[src/rtl/i2ccm_defines.vh]
// Constants for the I2C configuration master: register offsets, field
// positions, reset values and default timing counts.
// Assumes inclusion by bare name from files in rtl/.
`ifndef I2CCM_DEFINES_VH
`define I2CCM_DEFINES_VH

// Register offsets (word index on the plain register port)
`define I2CCM_REG_CFG1        4'h0
`define I2CCM_REG_CFG2        4'h1
`define I2CCM_REG_CFG3        4'h2
`define I2CCM_REG_SLV_ADDR    4'h3
`define I2CCM_REG_TGT_ADDR    4'h4
`define I2CCM_REG_TGT_DATA    4'h5
`define I2CCM_REG_CTRL        4'h6
`define I2CCM_REG_STATUS      4'h7
`define I2CCM_REG_SLV_DATA    4'h8

// First configuration register fields
`define I2CCM_CFG1_AUTO_BIT   0
`define I2CCM_CFG1_3PH_BIT    1
// Control register fields
`define I2CCM_CTRL_START_BIT  0
`define I2CCM_CTRL_STOP_BIT   1
// Status register fields (write one to clear sticky bits)
`define I2CCM_ST_ACK_BIT      0
`define I2CCM_ST_STOP_BIT     1
`define I2CCM_ST_ARB_BIT      2
`define I2CCM_ST_NACK_BIT     3
`define I2CCM_ST_BUSY_BIT     4
`define I2CCM_ST_HOLD_BIT     5

// Reset values
`define I2CCM_CFG1_RST        8'h02
`define I2CCM_QTR_RST         16'h000C
`define I2CCM_SETUP_RST       16'h0019
`define I2CCM_DLY_RST         8'h02

`endif

[src/rtl/i2ccm_top.v]
// I2C configuration master: register port, quarter-period timer and the
// single transaction sequencer driving open-drain clock and data pins.
// Assumes external pull-ups; pins return through pad inputs, core clock only.
//
// Notes on behaviour
// - Lines only pulled low or released
// - Start and stop with clock high
// - Interval counters programmed by software
// - Software delay shifts the first data transition after start
// - Two or three phase transactions
// - Eight bits then acknowledge each phase
// - Peripheral acks writes; controller nacks the read byte
// - Address byte: seven bits plus direction
// - Data mismatch while high loses arbitration
// - Arbitration checked only when driving data
// - Wait while clock held low after release
// - One sequencer kicked by register writes
// - Manual start runs phases, acks, holds bus
// - Manual stop issues stop, flags stop
// - Auto mode runs to stop, flags stop
// - Restart sends address with the direction bit held in slv_addr
// - Read byte lands in slave data register
// - Transitions on quarter clock periods
`timescale 1ns/10ps
`default_nettype none
`include "i2ccm_defines.vh"

module i2ccm_top
(
  input  wire        core_clk_in,   // 20 MHz core clock
  input  wire        sys_rst_in,    // Synchronous reset, active high
  input  wire [3:0]  reg_addr_in,   // Register word index
  input  wire [7:0]  reg_wdata_in,  // Register write data
  input  wire        reg_wr_in,     // Write strobe
  input  wire        reg_rd_in,     // Read strobe
  output reg  [15:0] reg_rdata_out, // Read data, cycle after strobe
  input  wire        scl_in,        // Clock pad input
  output wire        scl_out,       // Clock pad output, always low
  output reg         scl_oe_out,    // Clock pull-low enable
  input  wire        sda_in,        // Data pad input
  output wire        sda_out,       // Data pad output, always low
  output reg         sda_oe_out     // Data pull-low enable
);

  // States
  localparam [3:0] ST_IDLE  = 4'h0; // Bus free
  localparam [3:0] ST_START = 4'h1; // Start condition
  localparam [3:0] ST_BIT   = 4'h2; // Data or ack bit
  localparam [3:0] ST_HOLD  = 4'h3; // Bus held, clock low
  localparam [3:0] ST_STOP  = 4'h4; // Stop condition
  localparam [3:0] ST_RSTRT = 4'h5; // Repeated start lead-in

  // Software registers
  reg  [7:0]  cfg1;        // first_configuration_register
  reg  [15:0] qtr_cnt;     // Quarter-period terminal count
  reg  [15:0] setup_cnt;   // Start/stop hold interval count
  reg  [7:0]  dly_cnt;     // Delay from start clock low to first data bit
  reg  [7:0]  slv_addr;    // Slave id and direction bit
  reg  [7:0]  tgt_addr;    // Target internal address
  reg  [7:0]  tgt_data;    // Write data
  reg  [7:0]  slv_data;    // Captured read data
  reg         st_ack;      // Sticky acknowledge event
  reg         st_stop;     // Sticky stop event
  reg         st_arb;      // Sticky arbitration lost
  reg         st_nack;     // Sticky not-acknowledged
  reg         start_req;   // Pending start kick
  reg         stop_req;    // Pending stop kick

  // Pin synchronisers; only the second stage is read
  reg  [1:0]  scl_sync;    // Clock pin sync chain
  reg  [1:0]  sda_sync;    // Data pin sync chain
  wire        scl_s;       // Synchronised clock
  wire        sda_s;       // Synchronised data

  // Sequencer state
  reg  [3:0]  state;       // Current state
  reg  [1:0]  quarter;     // Quarter within bit
  reg  [15:0] tmr;         // Interval timer
  reg  [3:0]  bit_idx;     // 0..7 data, 8 ack
  reg  [1:0]  phase;       // Phase number in transaction
  reg  [7:0]  shreg;       // Shift register
  reg         sda_want;    // Level the master wants on data
  reg         is_read;     // Current transaction reads
  reg         addr_sent;   // Last phase completed since start from idle

  assign scl_out = 1'b0;
  assign sda_out = 1'b0;
  assign scl_s   = scl_sync[1];
  assign sda_s   = sda_sync[1];

  // Two-flop synchronisers on both pads
  always @(posedge core_clk_in)
  begin
    if (sys_rst_in)
    begin
      scl_sync <= 2'h3;
      sda_sync <= 2'h3;
    end
    else
    begin
      scl_sync <= {scl_sync[0], scl_in};
      sda_sync <= {sda_sync[0], sda_in};
    end
  end

  // Read mux; unmapped words read zero
  always @(posedge core_clk_in)
  begin
    if (sys_rst_in)
      reg_rdata_out <= 16'h0000;
    else if (reg_rd_in)
    begin
      case (reg_addr_in)
        `I2CCM_REG_CFG1:     reg_rdata_out <= {8'h00, cfg1};
        `I2CCM_REG_CFG2:     reg_rdata_out <= qtr_cnt;
        `I2CCM_REG_CFG3:     reg_rdata_out <= {dly_cnt, setup_cnt[7:0]};
        `I2CCM_REG_SLV_ADDR: reg_rdata_out <= {8'h00, slv_addr};
        `I2CCM_REG_TGT_ADDR: reg_rdata_out <= {8'h00, tgt_addr};
        `I2CCM_REG_TGT_DATA: reg_rdata_out <= {8'h00, tgt_data};
        `I2CCM_REG_CTRL:
          reg_rdata_out <= {14'h0000, stop_req, start_req};
        `I2CCM_REG_STATUS:
          reg_rdata_out <= {10'h000, (state == ST_HOLD),
                            (state != ST_IDLE), st_nack, st_arb,
                            st_stop, st_ack};
        `I2CCM_REG_SLV_DATA: reg_rdata_out <= {8'h00, slv_data};
        default:             reg_rdata_out <= 16'h0000;
      endcase
    end
  end

  // Configuration writes; CFG3 sets setup count, delay is written at the status index
  always @(posedge core_clk_in)
  begin
    if (sys_rst_in)
    begin
      cfg1      <= `I2CCM_CFG1_RST;
      qtr_cnt   <= `I2CCM_QTR_RST;
      setup_cnt <= `I2CCM_SETUP_RST;
      dly_cnt   <= `I2CCM_DLY_RST;
      slv_addr  <= 8'h00;
      tgt_addr  <= 8'h00;
      tgt_data  <= 8'h00;
    end
    else if (reg_wr_in)
    begin
      case (reg_addr_in)
        `I2CCM_REG_CFG1:     cfg1 <= reg_wdata_in;
        `I2CCM_REG_CFG2:     qtr_cnt <= {8'h00, reg_wdata_in};
        `I2CCM_REG_CFG3:     setup_cnt <= {8'h00, reg_wdata_in};
        `I2CCM_REG_SLV_ADDR: slv_addr <= reg_wdata_in;
        `I2CCM_REG_TGT_ADDR: tgt_addr <= reg_wdata_in;
        `I2CCM_REG_TGT_DATA: tgt_data <= reg_wdata_in;
        `I2CCM_REG_STATUS:   dly_cnt <= reg_wdata_in;
        default:             cfg1 <= cfg1;
      endcase
    end
  end

  // Byte sent in a given phase: address, internal address, data
  wire [7:0] phase_byte = (phase == 2'h0) ? slv_addr :
                          (phase == 2'h1) ? tgt_addr : tgt_data;
  wire       three_ph   = cfg1[`I2CCM_CFG1_3PH_BIT];
  wire       auto_mode  = cfg1[`I2CCM_CFG1_AUTO_BIT];
  // Last phase of this transaction
  wire [1:0] last_ph    = is_read ? 2'h1 : (three_ph ? 2'h2 : 2'h1);
  // Master drives data during address and write phases only
  wire       drives     = (phase == 2'h0) || !is_read;
  wire       tmr_done   = (tmr == 16'h0000);
  wire       ctrl_wr    = reg_wr_in && (reg_addr_in == `I2CCM_REG_CTRL);
  wire       stat_wr    = reg_wr_in && (reg_addr_in == `I2CCM_REG_STATUS);

  // Sequencer: one timer tick per quarter; clock stretch freezes the tick
  always @(posedge core_clk_in)
  begin
    if (sys_rst_in)
    begin
      state      <= ST_IDLE;
      quarter    <= 2'h0;
      tmr        <= 16'h0000;
      bit_idx    <= 4'h0;
      phase      <= 2'h0;
      shreg      <= 8'h00;
      sda_want   <= 1'b1;
      is_read    <= 1'b0;
      addr_sent  <= 1'b0;
      scl_oe_out <= 1'b0;
      sda_oe_out <= 1'b0;
      slv_data   <= 8'h00;
      st_ack     <= 1'b0;
      st_stop    <= 1'b0;
      st_arb     <= 1'b0;
      st_nack    <= 1'b0;
      start_req  <= 1'b0;
      stop_req   <= 1'b0;
    end
    else
    begin
      // Kicks latch until taken; a write-one clears status (set wins below)
      if (ctrl_wr && reg_wdata_in[`I2CCM_CTRL_START_BIT])
        start_req <= 1'b1;
      if (ctrl_wr && reg_wdata_in[`I2CCM_CTRL_STOP_BIT])
        stop_req <= 1'b1;
      if (stat_wr)
      begin
        if (reg_wdata_in[`I2CCM_ST_ACK_BIT])  st_ack  <= 1'b0;
        if (reg_wdata_in[`I2CCM_ST_STOP_BIT]) st_stop <= 1'b0;
        if (reg_wdata_in[`I2CCM_ST_ARB_BIT])  st_arb  <= 1'b0;
        if (reg_wdata_in[`I2CCM_ST_NACK_BIT]) st_nack <= 1'b0;
      end
      sda_oe_out <= !sda_want;
      if (!tmr_done)
        tmr <= tmr - 16'h0001;
      case (state)
        ST_IDLE:
        begin
          scl_oe_out <= 1'b0;
          sda_want   <= 1'b1;
          if (start_req)
          begin
            start_req <= 1'b0;
            stop_req  <= 1'b0;
            is_read   <= slv_addr[0];
            phase     <= 2'h0;
            addr_sent <= 1'b0;
            tmr       <= setup_cnt;
            state     <= ST_START;
          end
        end
        ST_START:
        begin
          // Data falls while clock is high, then clock falls
          if (tmr_done && scl_s)
          begin
            if (sda_want)
            begin
              sda_want <= 1'b0;
              tmr      <= setup_cnt;
            end
            else
            begin
              scl_oe_out <= 1'b1;
              shreg      <= phase_byte;
              bit_idx    <= 4'h0;
              quarter    <= 2'h0;
              tmr        <= {8'h00, dly_cnt};
              state      <= ST_BIT;
            end
          end
        end
        ST_BIT:
        begin
          if (tmr_done)
          begin
            case (quarter)
              2'h0:
              begin
                // Clock low: data changes here, after the delay on the first bit, else a quarter
                if (bit_idx == 4'h8)
                  sda_want <= drives ||
                              (phase == last_ph && !auto_mode) ? 1'b1
                              : (phase != last_ph) ? 1'b0 : 1'b1;
                else if (drives)
                  sda_want <= shreg[7];
                else
                  sda_want <= 1'b1;
                quarter <= 2'h1;
                tmr     <= qtr_cnt;
              end
              2'h1:
              begin
                scl_oe_out <= 1'b0;
                quarter    <= 2'h2;
                tmr        <= qtr_cnt;
              end
              2'h2:
              begin
                // Stretch: hold here until clock actually rises
                if (scl_s)
                begin
                  if (bit_idx != 4'h8 && drives && sda_want && !sda_s)
                  begin
                    st_arb     <= 1'b1;
                    sda_want   <= 1'b1;
                    scl_oe_out <= 1'b0;
                    state      <= ST_IDLE;
                  end
                  else
                  begin
                    if (bit_idx == 4'h8 && drives && sda_s)
                      st_nack <= 1'b1;
                    if (bit_idx != 4'h8)
                      shreg <= {shreg[6:0], sda_s};
                    quarter <= 2'h3;
                    tmr     <= qtr_cnt;
                  end
                end
              end
              default:
              begin
                scl_oe_out <= 1'b1;
                quarter    <= 2'h0;
                tmr        <= qtr_cnt;
                if (bit_idx != 4'h8)
                  bit_idx <= bit_idx + 4'h1;
                else
                begin
                  bit_idx <= 4'h0;
                  if (!drives)
                    slv_data <= shreg;
                  if (phase == last_ph ||
                      (!auto_mode && !is_read && phase == 2'h1 &&
                       !three_ph))
                  begin
                    addr_sent <= 1'b1;
                    if (auto_mode)
                      state <= ST_STOP;
                    else
                    begin
                      st_ack <= 1'b1;
                      state  <= ST_HOLD;
                    end
                  end
                  else
                  begin
                    phase <= phase + 2'h1;
                    shreg <= (phase == 2'h0) ?
                             (is_read ? 8'hFF : tgt_addr) : tgt_data;
                  end
                end
              end
            endcase
          end
        end
        ST_HOLD:
        begin
          // Clock held low awaiting a further command
          sda_want <= sda_want;
          if (stop_req)
          begin
            stop_req <= 1'b0;
            sda_want <= 1'b0;
            tmr      <= qtr_cnt;
            state    <= ST_STOP;
          end
          else if (start_req)
          begin
            start_req <= 1'b0;
            is_read   <= slv_addr[0];
            phase     <= 2'h0;
            sda_want  <= 1'b1;
            tmr       <= qtr_cnt;
            state     <= ST_RSTRT;
          end
        end
        ST_RSTRT:
        begin
          // Release clock with data high, then reuse start sequence
          if (tmr_done)
          begin
            scl_oe_out <= 1'b0;
            tmr        <= setup_cnt;
            state      <= ST_START;
          end
        end
        ST_STOP:
        begin
          // Data low, clock released, then data rises with clock high
          if (scl_oe_out)
          begin
            sda_want <= 1'b0;
            // Let the clock go only once data is low at the pad; releasing
            // both in one cycle would look like a start to the peripheral
            if (tmr_done && sda_oe_out)
            begin
              scl_oe_out <= 1'b0;
              tmr        <= setup_cnt;
            end
          end
          else if (tmr_done && scl_s)
          begin
            sda_want <= 1'b1;
            st_stop  <= 1'b1;
            state    <= ST_IDLE;
          end
        end
        default:
          state <= ST_IDLE;
      endcase
    end
  end

endmodule // i2ccm_top
`default_nettype wire

[config.mk]
export PLATFORM = sky130hd
export DESIGN_NAME = i2ccm_top
export DESIGN_NICKNAME = d
export VERILOG_FILES = /design/src/rtl/i2ccm_top.v
export VERILOG_INCLUDE_DIRS = /design/src /design/src/rtl
export SDC_FILE = /design/constraint.sdc
export NUM_CORES = 1
export LEC_CHECK = 0
export ABC_AREA = 1
export BUFFER_PORTS_ARGS = -buffer_cell sky130_fd_sc_hd__buf_2
export CORE_MARGIN = 3
export CORE_UTILIZATION = 55
export DETAILED_ROUTE_END_ITERATION = 7
export HOLD_SLACK_MARGIN = 0.08
export PLACE_DENSITY = 0.73
export SETUP_SLACK_MARGIN = 0.15
export SYNTH_ARGS = -nofsm -noshare
export SYNTH_HDL_FRONTEND = slang
export SYNTH_SLANG_ARGS = --single-unit
[constraint.sdc]
create_clock -name core_clk_in -period 5.5 [get_ports core_clk_in]
set_input_delay 0.275 -clock core_clk_in [delete_from_list [all_inputs] [get_ports core_clk_in]]
set_output_delay 0.275 -clock core_clk_in [all_outputs]
set_load 0.01 [all_outputs]
==> results of run 1 <==
[repair_timing]
action                     CTS  global route
hold endpoints to repair     2             0
setup endpoints to repair    0             0
hold buffers                 2             0
[per-stage QoR]
stage	cell area (um^2)	setup slack (ns)
after global routing	8080	2.74
final	8080	2.93
after detailed placement	7410	3.01
after global placement	7410	3.10
after CTS	8080	2.99
after floorplan	7200	3.59
[kinds of logic after synthesis]
kind of cell	Yosys count	synth area share
flip-flops	129	0.359
buffers and inverters	178	0.0990
adder cells (fa/ha/maj)	10	0.0174
AO/OA/AOI/OAI	305	0.230
other	1	0.000521
XOR/XNOR	10	0.0122
AND/OR/NAND/NOR	457	0.282
[flip-flops by register name, summed over array words and instances, names as in the netlist, 2 cells and up]
register / cells
qtr_cnt: 8
cfg1: 8
slv_addr: 8
state: 3
slv_data: 8
sda_sync: 2
phase: 2
tgt_data: 8
reg_rdata_out: 16
setup_cnt: 8
quarter: 2
scl_sync: 2
bit_idx: 4
tmr: 16
tgt_addr: 8
shreg: 8
dly_cnt: 8
[where the power goes]
| part | internal [mW] | switching (mW) |
|---|---|---|
| clock | 0.814 | 0.440 |
| sequential | 1.04 | 0.105 |
| combinational | 0.456 | 1.01 |
| total | 2.31 | 1.55 |
[per-layer routing]
layer  vias up  track usage  routed length (um)
li1       3655            -                   -
met1      3319        0.448                9820
met2       427        0.473                9680
met3        65       0.0631                2260
met4         0        0.132                 945
met5         -            0                   0
[worst max-delay path, cell delays in order, from the launching register on]
cell	delay (ns)
dfxtp_1	0.31
inv_1	0.20
ha_1	0.25
nand2_1	0.07
nor2_1	0.11
nand2_1	0.07
nor2_2	0.42
nand3_1	0.24
nand2_2	0.20
nand4_1	0.12
o21ai_2	0.38
nor2_1	0.09
[layout make-up]
cell class	instances	area (um^2)
fill	1272	4640
multi-input combinational	784	3900
sequential	129	2580
inverter	139	529
clock buffer	18	439
tap	172	215
clock inverter	12	208
timing repair buffer	38	203
[worst min path at each step]
stage | from | end | slack (ns) | depth (start not counted)
floorplan | scl_in | scl_sync[0] | 0.38 | 1
global placement | scl_sync[0] | scl_sync[1] | 0.39 | 1
detailed placement | sda_sync[0] | sda_sync[1] | 0.39 | 1
CTS | reg_wdata_in[0] | setup_cnt[0] | 0.21 | 3
global route | reg_wdata_in[4] | dly_cnt[4] | 0.23 | 3
finish | reg_wdata_in[4] | setup_cnt[4] | 0.22 | 3
[layout by cell type, fill, tap and decap left out, types with 18 or more instances in the layout]
master,instances
o21ai_0,126
o22ai_1,35
nand3_1,73
nand4_1,18
dfxtp_1,129
a21oi_1,117
nor2_1,105
inv_1,125
buf_2,35
nand2_1,217
==> run_results.csv, run 1 <==
group,metric,value,unit
finish,diodes,0,
floorplan,ios,38,
synth,synth_edf_count,0,
setup_path,worstPathMaxFanout,12,
floorplan,chipWidth,120,um
drt,drt-pass1-iter-count,6,
setup_path,r2r-start,"tmr[0]",
floorplan,num_rows,41,
placement,gp_congestion,1.00,
worst_hold_path,hp-class,"input port to register",
synth,ys_warn_count,0,
timing,min_period,2.57,ns
synth,syn-cell-area,0.00719,mm^2
placement,place_hpwl,16.4,mm
timing,slew_viol_final,0,
setup_path,worst-setup-path-type,"register to register",
finish,drive_above_1_share,0.107,
pwr,finalPower,3.86,mW
placement,dpl.cell_count,1260,
setup_path,startpoint_type,"register",
timing,fin_crit_sh,0.468,
clocking,post_cts_buffers,0,
global_routing,grt_start_max_net_pins,48,
timing,slew_headroom,0.382,
floorplan,core_area,0.0127,mm^2
status,status,"finished, final reports clean",
setup_path,reg2reg_setup_slack,2.93,ns
drt,postRouteAntennaNets,0,
timing,tightest_slew,0.926,ns
floorplan,start_util,0.565,
clocking,htreeDepth,4,
synth,synth_cell_types,38,
setup_path,end_kind,"register",
synth,yosysTopAreaCell,"dfxtp_1",
global_routing,grt.total_usage,0.317,
drt,via_per_inst,5.78,
synth,synth_top_cell_area_share,0.359,
timing,setup_tns,0,ns
drt,vias,7466,
drt,wl,22.7,mm
drt,drtIter0Drc,805,
timing,finClkSkew,0.00850,ns
timing,final_hold_viol_count,0,
clocking,cts_sinks,129,
clocking,path_clk_slew,0.06,ns
clocking,cts_made_buffers,17,
finish,fin_cells,1292,
pwr,pwr_density_cell,478,mW/mm^2
clocking,cts_tree,"built",
run,max_cap_violations,0,
timing,fmax,388,MHz
clocking,clockBufferDepth,2,
pwr,ir_worst_vdd,0.320,mV
setup_path,r2r-end,"tmr[14]",
clocking,clkLatencyLatePin,0.43,ns
setup_path,reg2reg_depth,11,
global_routing,grt.overflow.total,0,
floorplan,die_area,0.0145,mm^2
global_routing,grt_pass1_wl,36.0,mm
synth,yosys.cell_count.top_type,"nand2_1",
synth,yosys-top-cells-area,"dfxtp_1 36%, nand2_1 11%, o21ai_0 8.8%",
clocking,root_buffer,"clkbuf_16",
finish,nNetsFinal,1137,
timing,setup_viol,0,
synth,ys_seq_area_frac,0.359,
synth,syn_avg_cell_area,6.60,um^2
clocking,cts_resized,0,
synth,ys_dominant_reg_cell,"dfxtp_1",
pwr,p_leak,3.39,nW
synth,synth_commonest_cells,"217 x nand2_1, 129 x dfxtp_1, 126 x inv_1, 126 x o21ai_0, 117 x a21oi_1",
setup_path,critPathLaunch,"tmr[0]",
drt,drc_errors,0,
timing,whs,0.218,ns
setup_path,required,5.80,ns
finish,synthToLayoutAreaGrowth,12.3,%
global_routing,antenna_found_initial,0,
timing,rsz0062_at_grt,"no",
setup_path,critical_path_arrival,2.87,ns
setup_path,critPathCapture,"tmr[14]",
placement,io_buffer_count,35,
synth,ys_async_sr_fraction,0,
synth,ys_ff_latch,129,
global_routing,first_global_vias,6735,
finish,final_util,0.635,
synth,syn_inst,1090,
floorplan,die_y,120,um
drt,wire_per_inst,17.6,um
Note: power is estimated with default switching activity, not from simulation.
==> run 2, diff against run 1 <==
clock period = 2.55 ns   (was 5.5 ns; I/O delays follow)
==> run_results.csv, run 2 (synthesis gave the netlist of run 1 again) <==
group,metric,value,unit
placement,io_buffer_count,35,
floorplan,core_area,0.0127,mm^2
global_routing,grt_start_max_net_pins,39,
finish,fin_cells,1313,
drt,via_per_inst,5.78,
finish,mostFrequentLayoutCell,"nand2_1",
drt,drc_errors,0,
drt,wire_per_inst,17.5,um
setup_path,worstPathMaxFanout,9,
global_routing,grt.overflow.total,0,
floorplan,num_rows,41,
finish,reg.largest.list,"reg_rdata_out (16), tmr (16)",
clocking,clkLatencyLatePin,0.43,ns
setup_path,crit_family,"simple AND/OR/NAND/NOR gates",
clocking,cts_sinks,129,
setup_path,startpoint_type,"register",
drt,drtIter0Drc,852,
timing,fin_crit_sh,0.832,
pwr,pwr_density_cell,1020,mW/mm^2
clocking,clockBufferDepth,2,
clocking,cts_tree,"built",
drt,wl,23.0,mm
finish,synthToLayoutAreaGrowth,15.0,%
clocking,path_clk_slew,0.06,ns
placement,gp_congestion,0.997,
finish,nNetsFinal,1157,
status,status,"finished, final reports clean",
placement,place_hpwl,17.1,mm
timing,setup_viol,0,
worst_hold_path,hp-class,"input port to register",
drt,vias,7587,
finish,diodes,0,
setup_path,critical_path_arrival,2.49,ns
global_routing,first_global_vias,6796,
floorplan,die_y,120,um
floorplan,chipWidth,120,um
finish,mostFrequentLayoutCells,"217 x nand2_1, 129 x dfxtp_1, 126 x o21ai_0, 124 x inv_1, 117 x a21oi_1",
timing,setup_tns,0,ns
timing,final_hold_viol_count,0,
clocking,cts_made_buffers,17,
setup_path,required,2.92,ns
placement,dpl.cell_count,1273,
global_routing,antenna_found_initial,0,
placement,placed_cell_area,0.00751,mm^2
timing,slew_viol_final,0,
timing,rsz0062_at_grt,"no",
setup_path,worst-setup-path-type,"register to register",
timing,min_period,2.12,ns
pwr,p_leak,3.49,nW
setup_path,end_kind,"register",
setup_path,critical_path.max_stage_delay,0.33,ns
timing,fmax,471,MHz
drt,postRouteAntennaNets,0,
run,max_cap_violations,0,
setup_path,cp_slowest_cell,"dfxtp_1",
timing,finClkSkew,0.00937,ns
finish,design_area,0.00827,mm^2
floorplan,ios,38,
setup_path,critPathMostFrequentCell,"nand2_1",
setup_path,crit_buf_inv,3,
drt,drt-pass1-iter-count,5,
timing,tightest_slew,0.562,ns
timing,slew_headroom,0.624,
pwr,ir_worst_vdd,0.458,mV
floorplan,start_util,0.565,
setup_path,crit_path_cell_trace,"inv_1, ha_2, inv_4, nand2_1, nand3_1, nand2_1, nand2_2, nand2_1, nand2_1, nand2_1, nand4_1, nand3_1, nand2_1, inv_1",
pwr,finalPower,8.46,mW
finish,drive_above_1_share,0.121,
clocking,htreeDepth,4,
global_routing,grt_pass1_wl,36.7,mm
clocking,root_buffer,"clkbuf_16",
floorplan,die_area,0.0145,mm^2
global_routing,grt.total_usage,0.324,
[run 2: cell types whose count changed in the layout (fill, tap and decap cells not counted), moves of 2 or more]
cell / previous run / this run
buf_4: 1 / 14
clkinv_4: 3 / 5
clkinvlp_4: 3 / 1
clkinv_2: 0 / 2
dlygate4sd3_1: 2 / 8
[run 2: per-layer routing]
metal	vias up	share of wire	global-route usage
met5	-	0	0
met4	0	0.030	0.127
met3	50	0.10	0.0744
met2	416	0.43	0.470
met1	3418	0.44	0.466
li1	3703	-	-
[run 2: worst paths after layout]
check,start,to,slack (ns),depth (start not counted)
max reg2reg,phase[0],tmr[7],0.43,14
min,reg_wdata_in[1],cfg1[1],0.10,3
max,phase[0],tmr[7],0.43,14
min reg2reg,sda_sync[0],sda_sync[1],0.41,1
[run 2: final cells by class]
| class | instances | area [um^2] |
|---|---|---|
| sequential | 129 | 2580 |
| inverter | 139 | 529 |
| fill | 1199 | 4450 |
| multi-input combinational | 784 | 3920 |
| timing repair buffer | 58 | 380 |
| clock inverter | 13 | 211 |
| tap | 172 | 215 |
| clock buffer | 18 | 439 |
[run 2: worst min-delay path: cells and delay by family]
family | cells | cell delay [ns]
AOI/OAI and AO/OA | 2 | 0.16
buffers and inverters | 1 | 0.21
[run 2: where the power goes]
part | total, mW | switching [mW] | internal, mW
sequential | 2.46 | 0.213 | 2.25
clock | 2.71 | 0.952 | 1.76
combinational | 3.29 | 2.22 | 1.07
total | 8.46 | 3.39 | 5.07
[run 2: repair_timing]
item	CTS	global route
setup buffers	0	1
hold buffers	8	0
hold endpoints to repair	10	0
gates resized for setup	0	4
setup endpoints to repair	0	22
[run 2: per-stage QoR]
stage	setup WS, ns	utilization	hold WS [ns]
after floorplan	0.643	-	0.231
after global placement	0.395	0.590	0.313
after detailed placement	0.325	0.590	0.318
after CTS	0.306	0.648	0.0812
after global routing	0.230	0.650	0.115
final	0.428	0.650	0.104
